--- config.mk ---
export PLATFORM = sky130hd
export DESIGN_NAME = arl_top
export DESIGN_NICKNAME = d
export VERILOG_FILES = /design/src/hw/arl_top.v /design/src/hw/arl_blink.v
export VERILOG_INCLUDE_DIRS = /design/src /design/src/hw
export SDC_FILE = /design/constraint.sdc
export NUM_CORES = 1
export LEC_CHECK = 0
export BUFFER_PORTS_ARGS = -buffer_cell sky130_fd_sc_hd__buf_2
export CAP_MARGIN = 10
export CORE_MARGIN = 2
export CORE_UTILIZATION = 25
export DETAILED_ROUTE_END_ITERATION = 10
export PLACE_DENSITY = 0.39
export SYNTH_ARGS = -nofsm -noshare
export SYNTH_HDL_FRONTEND = slang
export SYNTH_SLANG_ARGS = --single-unit
--- constraint.sdc ---
create_clock -name CLK -period 2.6 [get_ports CLK]
set_input_delay 0.26 -clock CLK [delete_from_list [all_inputs] [get_ports CLK]]
set_output_delay 0.26 -clock CLK [all_outputs]
set_load 0.1 [all_outputs]
--- src/hw/arl_map.vh ---
// Purpose: Constants for the abort/reset button and status LED block.
// Assumes: 20 MHz board clock; register port with 8-bit byte address.
// Notes:   Times are in milliseconds; cycle counts are derived in arl_top.
`ifndef ARL_MAP_VH
`define ARL_MAP_VH

`define ARL_CLK_HZ          20000000
`define ARL_LONG_PRESS_MS   5000
`define ARL_DEBOUNCE_MS     10
`define ARL_HRESET_MS       100
`define ARL_SLOW_HALF_MS    250
`define ARL_FAST_HALF_MS    62
`define ARL_ACT_WINDOW_MS   100
`define ARL_ACT_BUSY_EVENTS 8'h10

`define ARL_REG_LED_CTRL    8'h00
`define ARL_REG_STATUS      8'h04

`define ARL_USER_LED_LSB    0
`define ARL_LED_CTRL_RST    3'h0

`define ARL_ST_FAIL         0
`define ARL_ST_ABORT        1
`define ARL_ST_BUTTON       2
`define ARL_ST_HRESET       3
`define ARL_ST_DUAL_PORT    4
`define ARL_ST_PSU_FAIL     5
`define ARL_ST_SYS_CTRL     6

`define ARL_BLINK_OFF       2'h0
`define ARL_BLINK_SLOW      2'h1
`define ARL_BLINK_FAST      2'h2
`define ARL_BLINK_ON        2'h3

`define ARL_SYNC_W          14
`define ARL_SYNC_RST        14'h0009

`endif

--- src/hw/arl_top.v ---
// Purpose: Abort/reset push button decoding, board hard reset and status LEDs.
// Assumes: All pin inputs are asynchronous; register port on CLK.
// Notes:   Long counts are parameters so simulation can shorten them.
`timescale 1ns/10ps
`default_nettype none
`include "arl_map.vh"

// What this block does
// - Button released before five seconds raises abort interrupt, no board reset.
// - Button held longer than five seconds issues a board hard reset.
// - Hard reset drives processor, PCI, PHY, serial, flash and PLD resets.
// - As system controller, hard reset also resets backplane and bridge.
// - Fail LED on at power-on and every reset until software clears it.
// - Each of three user LEDs lit exactly while its control bit is set.
// - Power-fail LED lit whenever supply failure is signalled.
// - Network activity LEDs blink with traffic rate, off without activity.
// - Storage LED 0 shows either port in legacy mode, port 0 in dual mode.
// - Storage LED 1 dark in legacy mode, shows port 1 in dual mode.
// - Processor-ready LED follows shared ready/trigger pin of the processor outside hard reset, dark while hard reset is held.
// - Link-quality LEDs: off, slow blink, fast blink, steady on by SNR.
module arl_top #(
	parameter integer LONG_PRESS_CYC = `ARL_LONG_PRESS_MS * (`ARL_CLK_HZ / 1000),
	parameter integer DEBOUNCE_CYC   = `ARL_DEBOUNCE_MS * (`ARL_CLK_HZ / 1000),
	parameter integer HRESET_CYC     = `ARL_HRESET_MS * (`ARL_CLK_HZ / 1000),
	parameter integer SLOW_HALF_CYC  = `ARL_SLOW_HALF_MS * (`ARL_CLK_HZ / 1000),
	parameter integer FAST_HALF_CYC  = `ARL_FAST_HALF_MS * (`ARL_CLK_HZ / 1000),
	parameter integer ACT_WINDOW_CYC = `ARL_ACT_WINDOW_MS * (`ARL_CLK_HZ / 1000)
) (
	input  wire        CLK,
	input  wire        RESETN,
	input  wire [7:0]  ADDR,
	input  wire [31:0] WDATA,
	input  wire        WR,
	input  wire        RD,
	output reg  [31:0] RDATA,
	input  wire        ABORT_RESET_BUTTON_N,
	input  wire        SYS_CONTROLLER,
	input  wire        DUAL_PORT_STORAGE_MODE,
	input  wire        PSU_FAIL_N,
	input  wire        STORAGE0_ACT,
	input  wire        STORAGE1_ACT,
	input  wire        PROCESSOR_TRIGGER_OUTPUT,
	input  wire [2:0]  NET_ACT,
	input  wire [1:0]  LINK0_SNR,
	input  wire [1:0]  LINK1_SNR,
	output reg         ABORT_IRQ_N,
	output reg         CPU_RESET_N,
	output reg         PCI_RESET_N,
	output reg         PHY_RESET_N,
	output reg         SERIAL_RESET_N,
	output reg         FLASH_RESET_N,
	output reg         PLD_RESET_N,
	output reg         BACKPLANE_RESET_N,
	output reg         BRIDGE_RESET_N,
	output reg         FAIL_LED,
	output reg  [2:0]  USER_LED,
	output reg         POWER_FAIL_LED,
	output reg         STORAGE_LED0,
	output reg         STORAGE_LED1,
	output reg         CPU_READY_LED,
	output wire [2:0]  NET_ACT_LED,
	output wire [1:0]  LINK_QUALITY_LED
);
	localparam [1:0] ST_IDLE  = 2'h0;
	localparam [1:0] ST_PRESS = 2'h1;
	localparam [1:0] ST_WAIT  = 2'h2;

	reg  [`ARL_SYNC_W-1:0] sync1;
	reg  [`ARL_SYNC_W-1:0] sync2;
	reg  [31:0]            deb_cnt;
	reg                    btn;
	reg  [1:0]             state;
	reg  [31:0]            press_cnt;
	reg                    hr_active;
	reg  [31:0]            hr_cnt;
	reg                    fail;
	reg                    abort_pend;
	reg  [2:0]             user_ctrl;
	reg  [1:0]             cap_cnt;
	reg                    dual_mode;
	reg  [2:0]             act_prev;
	reg  [31:0]            win_cnt;
	reg  [23:0]            evt_cnt;
	reg  [5:0]             act_mode;
	wire                   btn_raw;
	wire                   sys_ctrl;
	wire                   psu_fail;
	wire [2:0]             net_act;
	wire [1:0]             snr0;
	wire [1:0]             snr1;
	wire                   short_rel;
	wire                   long_hit;
	wire                   wr_status;
	wire                   win_end;
	wire [9:0]             blink_mode;

	// Bit order of the synchroniser bank, low to high
	assign btn_raw  = ~sync2[0];
	assign sys_ctrl = sync2[1];
	assign psu_fail = ~sync2[3];
	assign net_act  = sync2[9:7];
	assign snr0     = sync2[11:10];
	assign snr1     = sync2[13:12];

	always @(posedge CLK or negedge RESETN) begin
		if (!RESETN) begin
			sync1 <= `ARL_SYNC_RST;
			sync2 <= `ARL_SYNC_RST;
		end else begin
			sync1 <= {LINK1_SNR, LINK0_SNR, NET_ACT, PROCESSOR_TRIGGER_OUTPUT,
				STORAGE1_ACT, STORAGE0_ACT, PSU_FAIL_N, DUAL_PORT_STORAGE_MODE,
				SYS_CONTROLLER, ABORT_RESET_BUTTON_N};
			sync2 <= sync1;
		end
	end

	// Button must disagree with its filtered value for the whole window
	always @(posedge CLK or negedge RESETN) begin
		if (!RESETN) begin
			deb_cnt <= 32'h0;
			btn <= 1'b0;
		end else if (btn_raw != btn) begin
			if (deb_cnt >= DEBOUNCE_CYC - 1) begin
				deb_cnt <= 32'h0;
				btn <= btn_raw;
			end else begin
				deb_cnt <= deb_cnt + 32'h1;
			end
		end else begin
			deb_cnt <= 32'h0;
		end
	end

	assign short_rel = (state == ST_PRESS) && !btn;
	assign long_hit  = (state == ST_PRESS) && btn && (press_cnt >= LONG_PRESS_CYC);

	always @(posedge CLK or negedge RESETN) begin
		if (!RESETN) begin
			state <= ST_IDLE;
			press_cnt <= 32'h0;
		end else begin
			case (state)
				ST_IDLE: begin
					press_cnt <= 32'h0;
					if (btn)
						state <= ST_PRESS;
				end
				ST_PRESS: begin
					if (!btn)
						state <= ST_IDLE;
					else if (long_hit)
						state <= ST_WAIT;
					else
						press_cnt <= press_cnt + 32'h1;
				end
				ST_WAIT: begin
					// A long press never turns into an abort on release
					if (!btn)
						state <= ST_IDLE;
				end
				default: state <= ST_IDLE;
			endcase
		end
	end

	// Resets are held from power-on until the hold time has run out
	always @(posedge CLK or negedge RESETN) begin
		if (!RESETN) begin
			hr_active <= 1'b1;
			hr_cnt <= 32'h0;
		end else if (long_hit) begin
			hr_active <= 1'b1;
			hr_cnt <= 32'h0;
		end else if (hr_active) begin
			if (hr_cnt >= HRESET_CYC - 1)
				hr_active <= 1'b0;
			else
				hr_cnt <= hr_cnt + 32'h1;
		end
	end

	always @(posedge CLK or negedge RESETN) begin
		if (!RESETN) begin
			CPU_RESET_N <= 1'b0;
			PCI_RESET_N <= 1'b0;
			PHY_RESET_N <= 1'b0;
			SERIAL_RESET_N <= 1'b0;
			FLASH_RESET_N <= 1'b0;
			PLD_RESET_N <= 1'b0;
			BACKPLANE_RESET_N <= 1'b1;
			BRIDGE_RESET_N <= 1'b1;
		end else begin
			CPU_RESET_N <= ~hr_active;
			PCI_RESET_N <= ~hr_active;
			PHY_RESET_N <= ~hr_active;
			SERIAL_RESET_N <= ~hr_active;
			FLASH_RESET_N <= ~hr_active;
			PLD_RESET_N <= ~hr_active;
			BACKPLANE_RESET_N <= ~(hr_active & sys_ctrl);
			BRIDGE_RESET_N <= ~(hr_active & sys_ctrl);
		end
	end

	assign wr_status = WR && (ADDR == `ARL_REG_STATUS);

	// A new event in the clearing cycle keeps its flag set
	always @(posedge CLK or negedge RESETN) begin
		if (!RESETN) begin
			fail <= 1'b1;
			abort_pend <= 1'b0;
			user_ctrl <= `ARL_LED_CTRL_RST;
		end else begin
			if (long_hit)
				fail <= 1'b1;
			else if (wr_status && WDATA[`ARL_ST_FAIL])
				fail <= 1'b0;
			if (short_rel)
				abort_pend <= 1'b1;
			else if (wr_status && WDATA[`ARL_ST_ABORT])
				abort_pend <= 1'b0;
			if (WR && (ADDR == `ARL_REG_LED_CTRL))
				user_ctrl <= WDATA[`ARL_USER_LED_LSB+2:`ARL_USER_LED_LSB];
		end
	end

	// Storage mode strap is taken once the synchroniser holds real pin data
	always @(posedge CLK or negedge RESETN) begin
		if (!RESETN) begin
			cap_cnt <= 2'h0;
			dual_mode <= 1'b0;
		end else if (cap_cnt != 2'h3) begin
			cap_cnt <= cap_cnt + 2'h1;
			if (cap_cnt == 2'h2)
				dual_mode <= sync2[2];
		end
	end

	// Count activity edges per window; more edges give a faster blink
	assign win_end = (win_cnt >= ACT_WINDOW_CYC - 1);

	always @(posedge CLK or negedge RESETN) begin
		if (!RESETN)
			win_cnt <= 32'h0;
		else if (win_end)
			win_cnt <= 32'h0;
		else
			win_cnt <= win_cnt + 32'h1;
	end

	genvar i;
	generate
		for (i = 0; i < 3; i = i + 1) begin : g_act
			wire       evt;
			wire [7:0] cnt;
			assign evt = net_act[i] & ~act_prev[i];
			assign cnt = evt_cnt[8*i+7:8*i];
			always @(posedge CLK or negedge RESETN) begin
				if (!RESETN) begin
					act_prev[i] <= 1'b0;
					evt_cnt[8*i+7:8*i] <= 8'h00;
					act_mode[2*i+1:2*i] <= `ARL_BLINK_OFF;
				end else begin
					act_prev[i] <= net_act[i];
					if (win_end) begin
						evt_cnt[8*i+7:8*i] <= {7'h00, evt};
						if (cnt == 8'h00)
							act_mode[2*i+1:2*i] <= `ARL_BLINK_OFF;
						else if (cnt < `ARL_ACT_BUSY_EVENTS)
							act_mode[2*i+1:2*i] <= `ARL_BLINK_SLOW;
						else
							act_mode[2*i+1:2*i] <= `ARL_BLINK_FAST;
					end else if (evt && cnt != 8'hff) begin
						evt_cnt[8*i+7:8*i] <= cnt + 8'h01;
					end
				end
			end
		end
	endgenerate

	// Both link quality LEDs share one encoding of the PHY SNR level
	assign blink_mode = {snr1, snr0, act_mode};

	generate
		for (i = 0; i < 5; i = i + 1) begin : g_led
			wire led;
			arl_blink #(
				.SLOW_CYC (SLOW_HALF_CYC),
				.FAST_CYC (FAST_HALF_CYC)
			) u_blink (
				.clk    (CLK),
				.resetn (RESETN),
				.mode   (blink_mode[2*i+1:2*i]),
				.led    (led)
			);
		end
	endgenerate

	assign NET_ACT_LED = {g_led[2].led, g_led[1].led, g_led[0].led};
	assign LINK_QUALITY_LED = {g_led[4].led, g_led[3].led};

	always @(posedge CLK or negedge RESETN) begin
		if (!RESETN) begin
			ABORT_IRQ_N <= 1'b1;
			FAIL_LED <= 1'b1;
			USER_LED <= 3'h0;
			POWER_FAIL_LED <= 1'b0;
			STORAGE_LED0 <= 1'b0;
			STORAGE_LED1 <= 1'b0;
			CPU_READY_LED <= 1'b0;
		end else begin
			ABORT_IRQ_N <= ~abort_pend;
			FAIL_LED <= fail;
			USER_LED <= user_ctrl;
			POWER_FAIL_LED <= psu_fail;
			STORAGE_LED0 <= dual_mode ? sync2[4] : (sync2[4] | sync2[5]);
			STORAGE_LED1 <= dual_mode & sync2[5];
			// Pin carries ready or a trigger event as the processor selects
			CPU_READY_LED <= sync2[6] & ~hr_active;
		end
	end

	always @(posedge CLK or negedge RESETN) begin
		if (!RESETN) begin
			RDATA <= 32'h0;
		end else if (RD) begin
			case (ADDR)
				`ARL_REG_LED_CTRL: RDATA <= {29'h0, user_ctrl};
				`ARL_REG_STATUS: RDATA <= {25'h0, sys_ctrl, psu_fail, dual_mode,
					hr_active, btn, abort_pend, fail};
				default: RDATA <= 32'h0;
			endcase
		end else begin
			RDATA <= 32'h0;
		end
	end
endmodule // arl_top

`default_nettype wire

--- src/hw/arl_blink.v ---
// Purpose: One LED driver with off, slow blink, fast blink and steady on.
// Assumes: mode comes from logic on the same clock.
// Notes:   Phase counter restarts its half period whenever it wraps.
`timescale 1ns/10ps
`default_nettype none
`include "arl_map.vh"

module arl_blink #(
	parameter integer SLOW_CYC = 5000000,
	parameter integer FAST_CYC = 1240000
) (
	input  wire       clk,
	input  wire       resetn,
	input  wire [1:0] mode,
	output reg        led
);
	reg [31:0] cnt;
	reg        phase;
	wire [31:0] half;

	assign half = (mode == `ARL_BLINK_FAST) ? FAST_CYC : SLOW_CYC;

	always @(posedge clk or negedge resetn) begin
		if (!resetn) begin
			cnt <= 32'h0;
			phase <= 1'b0;
			led <= 1'b0;
		end else begin
			if (cnt >= half - 32'h1) begin
				cnt <= 32'h0;
				phase <= ~phase;
			end else begin
				cnt <= cnt + 32'h1;
			end
			case (mode)
				`ARL_BLINK_OFF: led <= 1'b0;
				`ARL_BLINK_ON: led <= 1'b1;
				default: led <= phase;
			endcase
		end
	end
endmodule // arl_blink

`default_nettype wire

==> metrics <==
Seq/Total Area, Yosys 55.7%; critical setup path kind flip-flop to flip-flop; Final Hold Fails 0; sequential share of power 46.7%; Worst-Margin Slew 665 ps; I/O pin cnt 112; Routed Antenna Nets 0; outcome finished, final reports clean; first-pass GRT wire length 60.9 mm; Min Clock Period, post-route 2400 ps; postcts setup bufs 0; FMAX 0.417 GHz; DRC 0; clock tree from TritonCTS done; PwrDens 628 mW/mm²; internal power 0.0103 W; Critical path buffers and inverters 3; leakage 8.98 nW; Worst EP required 3050 ps; commonest non-fill, non-tap cell in the layout dfrtp_1; ys async rst share 100%; height of the die 269 µm; Post-Route WL 35.5 mm; DR WL/cell 12.5 µm; clock buffer depth 3; delay-heaviest family, CP simple AND/OR/NAND/NOR gates; Total GRT Usage 10.2%; Switching Share 23.1%; # Max-Cap Violations 0; total grt overflow 0; row cnt 97; crit-path cells inv_1 -> ha_1 -> inv_2 -> ha_1 -> nand4bb_1 -> nor4_1 -> o31ai_1 -> a221o_1 -> nand4_1 -> buf_4 -> nor2_1; Synth Flop Type dfrtp_1; H-tree levels 2; clock sinks 389; Worst path slowest cell dfrtp_1; Netlist Area Pre-Place 0.0175 mm²; Inserted Clock Buffers 45; Skew-Pair Late Insertion Delay 570 ps; DP HPWL 23.5 mm; Synth Register Bits 389; CP endpoint kind flip-flop; clock share of power 48.7%; area of the core 0.0697 mm²; Top cell by count, worst path ha_1; endpoints failing setup 0; Worst-path clk slew 60 ps; RSZ-0062 raised after global routing false; most frequent cells in the layout dfrtp_1, nor2_1, nand2_1; nets@finish 1969; Clock Skews 12.4 ps; Port Buf Inserts 57; Util after Layout 30.5%; number of flops mapped to enable cells by yosys 0; starting density of the core 25.1%; layout cell share with drive strength beyond 1 12.5%; slew margin rel. 55.5%; CP arrival 2840 ps; Layout area overhead 21.4%; Die Area 0.0721 mm²; die width 269 µm; min-delay worst type input pin to flip-flop; peak per-stage delay on the critical path 380 ps; combinational share of power 4.6%; CP startpoint kind flip-flop; Synth cell types 69; DR vias 11.9k; Slew Viols, Final 0; clk root buf clkbuf_16; Synth Warn # 0; post-DR vias/cell 4.21; # diodes 0; final hold slack 66.1 ps; Mapped Cells 1660; TritonRoute pass-1 iters 4; CP Max Fanout 13; Mapped Avg Cell Area 10.5 µm²; VDD IR max 0.000452 V; Initial DRC Count 550; Net Sw Power 0.00308 W; final worst-path cycle share 92.2%; largest net degree at the start of global routing 73; GP Congestion 0.729; initial antenna violation count 2; vias in the first global route 12.0k; total negative slack 0 ps
sequential cells by signal, indices dropped and copies added, names as in the netlist, 2 cells and up:
| signal | count |
|---|---|
| hr_cnt | 32 |
| act_prev | 3 |
| user_ctrl | 3 |
| state | 2 |
| g_led.u_blink.cnt | 160 |
| press_cnt | 32 |
| sync2 | 14 |
| g_act.cnt | 24 |
| win_cnt | 32 |
| act_mode | 6 |
| USER_LED | 3 |
| deb_cnt | 32 |
| RDATA | 7 |
| cap_cnt | 2 |
| g_led.u_blink.led | 5 |
| sync1 | 14 |
| g_led.u_blink.phase | 5 |
repair_timing:
action | in CTS | in global routing
hold buffers | 20 | 0
endpoints found under the setup margin | 0 | 90
resized for setup | 0 | 22
endpoints found under the hold margin | 80 | 0
layout make-up:
class                   instances  area, µm²
clock buffers                  71       1390
clock inverters                13        150
fillers                      7217      48400
inverters                      45        169
multi-input cells            1237       7570
flip-flops and latches        389       9750
well taps                     940       1180
repair buffers                135       1060
worst reg2reg max path, stage by stage (launching register included):
cell	delay (ps)
dfrtp_1	380
inv_1	90
ha_1	200
inv_2	80
ha_1	310
nand4bb_1	110
nor4_1	280
o31ai_1	130
a221o_1	300
nand4_1	120
buf_4	210
nor2_1	70
routing by layer:
metal | vias to the layer above | part of all wire (%) | global-route usage [%]
li1 | 5967 | - | -
met1 | 5746 | 49 | 14.1
met2 | 142 | 44 | 15.6
met3 | 66 | 4.5 | 2.40
met4 | 2 | 2.5 | 3.27
met5 | - | 0.034 | 0
power by group through the flow:
stage	logic, W	registers [W]	clock network (W)
after CTS	0.000632	0.00623	0.00682
final	0.000617	0.00623	0.00650
after global placement	0.000601	0.00633	0
after global routing	0.000685	0.00623	0.00710
after detailed placement	0.000605	0.00634	0
after floorplan	0.000364	0.00636	0
final timing paths:
path | startpoint | end | slack [ps] | depth (start not counted)
max | act_mode[2] | g_led[1].u_blink.cnt[7] | 200 | 11
min | ADDR[2] | fail | 70 | 3
max reg2reg | act_mode[2] | g_led[1].u_blink.cnt[7] | 200 | 11
min reg2reg | sync1[9] | sync2[9] | 340 | 0
max in group asynchronous | RESETN | BRIDGE_RESET_N | 1450 | 3
min in group asynchronous | RESETN | g_led[4].u_blink.cnt[12] | 270 | 2
stage by stage:
step	std cells	power [W]	area, µm²	setup WS, ps
after global placement	2724	0.00693	19400	105
after floorplan	1749	0.00672	17800	53.1
after CTS	2828	0.0137	21100	101
final	2830	0.0133	21300	203
after global routing	2830	0.0140	21300	6.99
after detailed placement	2724	0.00694	19400	112
synthesized netlist by cell type, drive strengths merged (21+ instances only):
library cell	count	area (µm²)
buf	39	297
ha	58	726
nor3	29	145
or4	21	158
o21ai	37	185
clkbuf	39	146
inv	45	169
nor2	280	1050
a21oi	55	275
nand3	68	340
nand4	47	294
and3	38	238
xor2	94	823
dfrtp	380	9510
nand2	120	450
xnor2	92	806
logic make-up (layout without fill, tap and decap cells):
family          count (synthesis)  after routing  share of synthesized area [%]
other cells                     1             90                         0.0214
xor+xnor                      186            186                           9.31
buf+inv                       123            264                           3.50
compound gates                186            186                           7.14
mux                            15             15                          0.937
flops                         389            389                           55.7
fa+ha+maj                      58             58                           4.15
simple gates                  702            702                           19.3
Power figures use the tool's default switching activity.
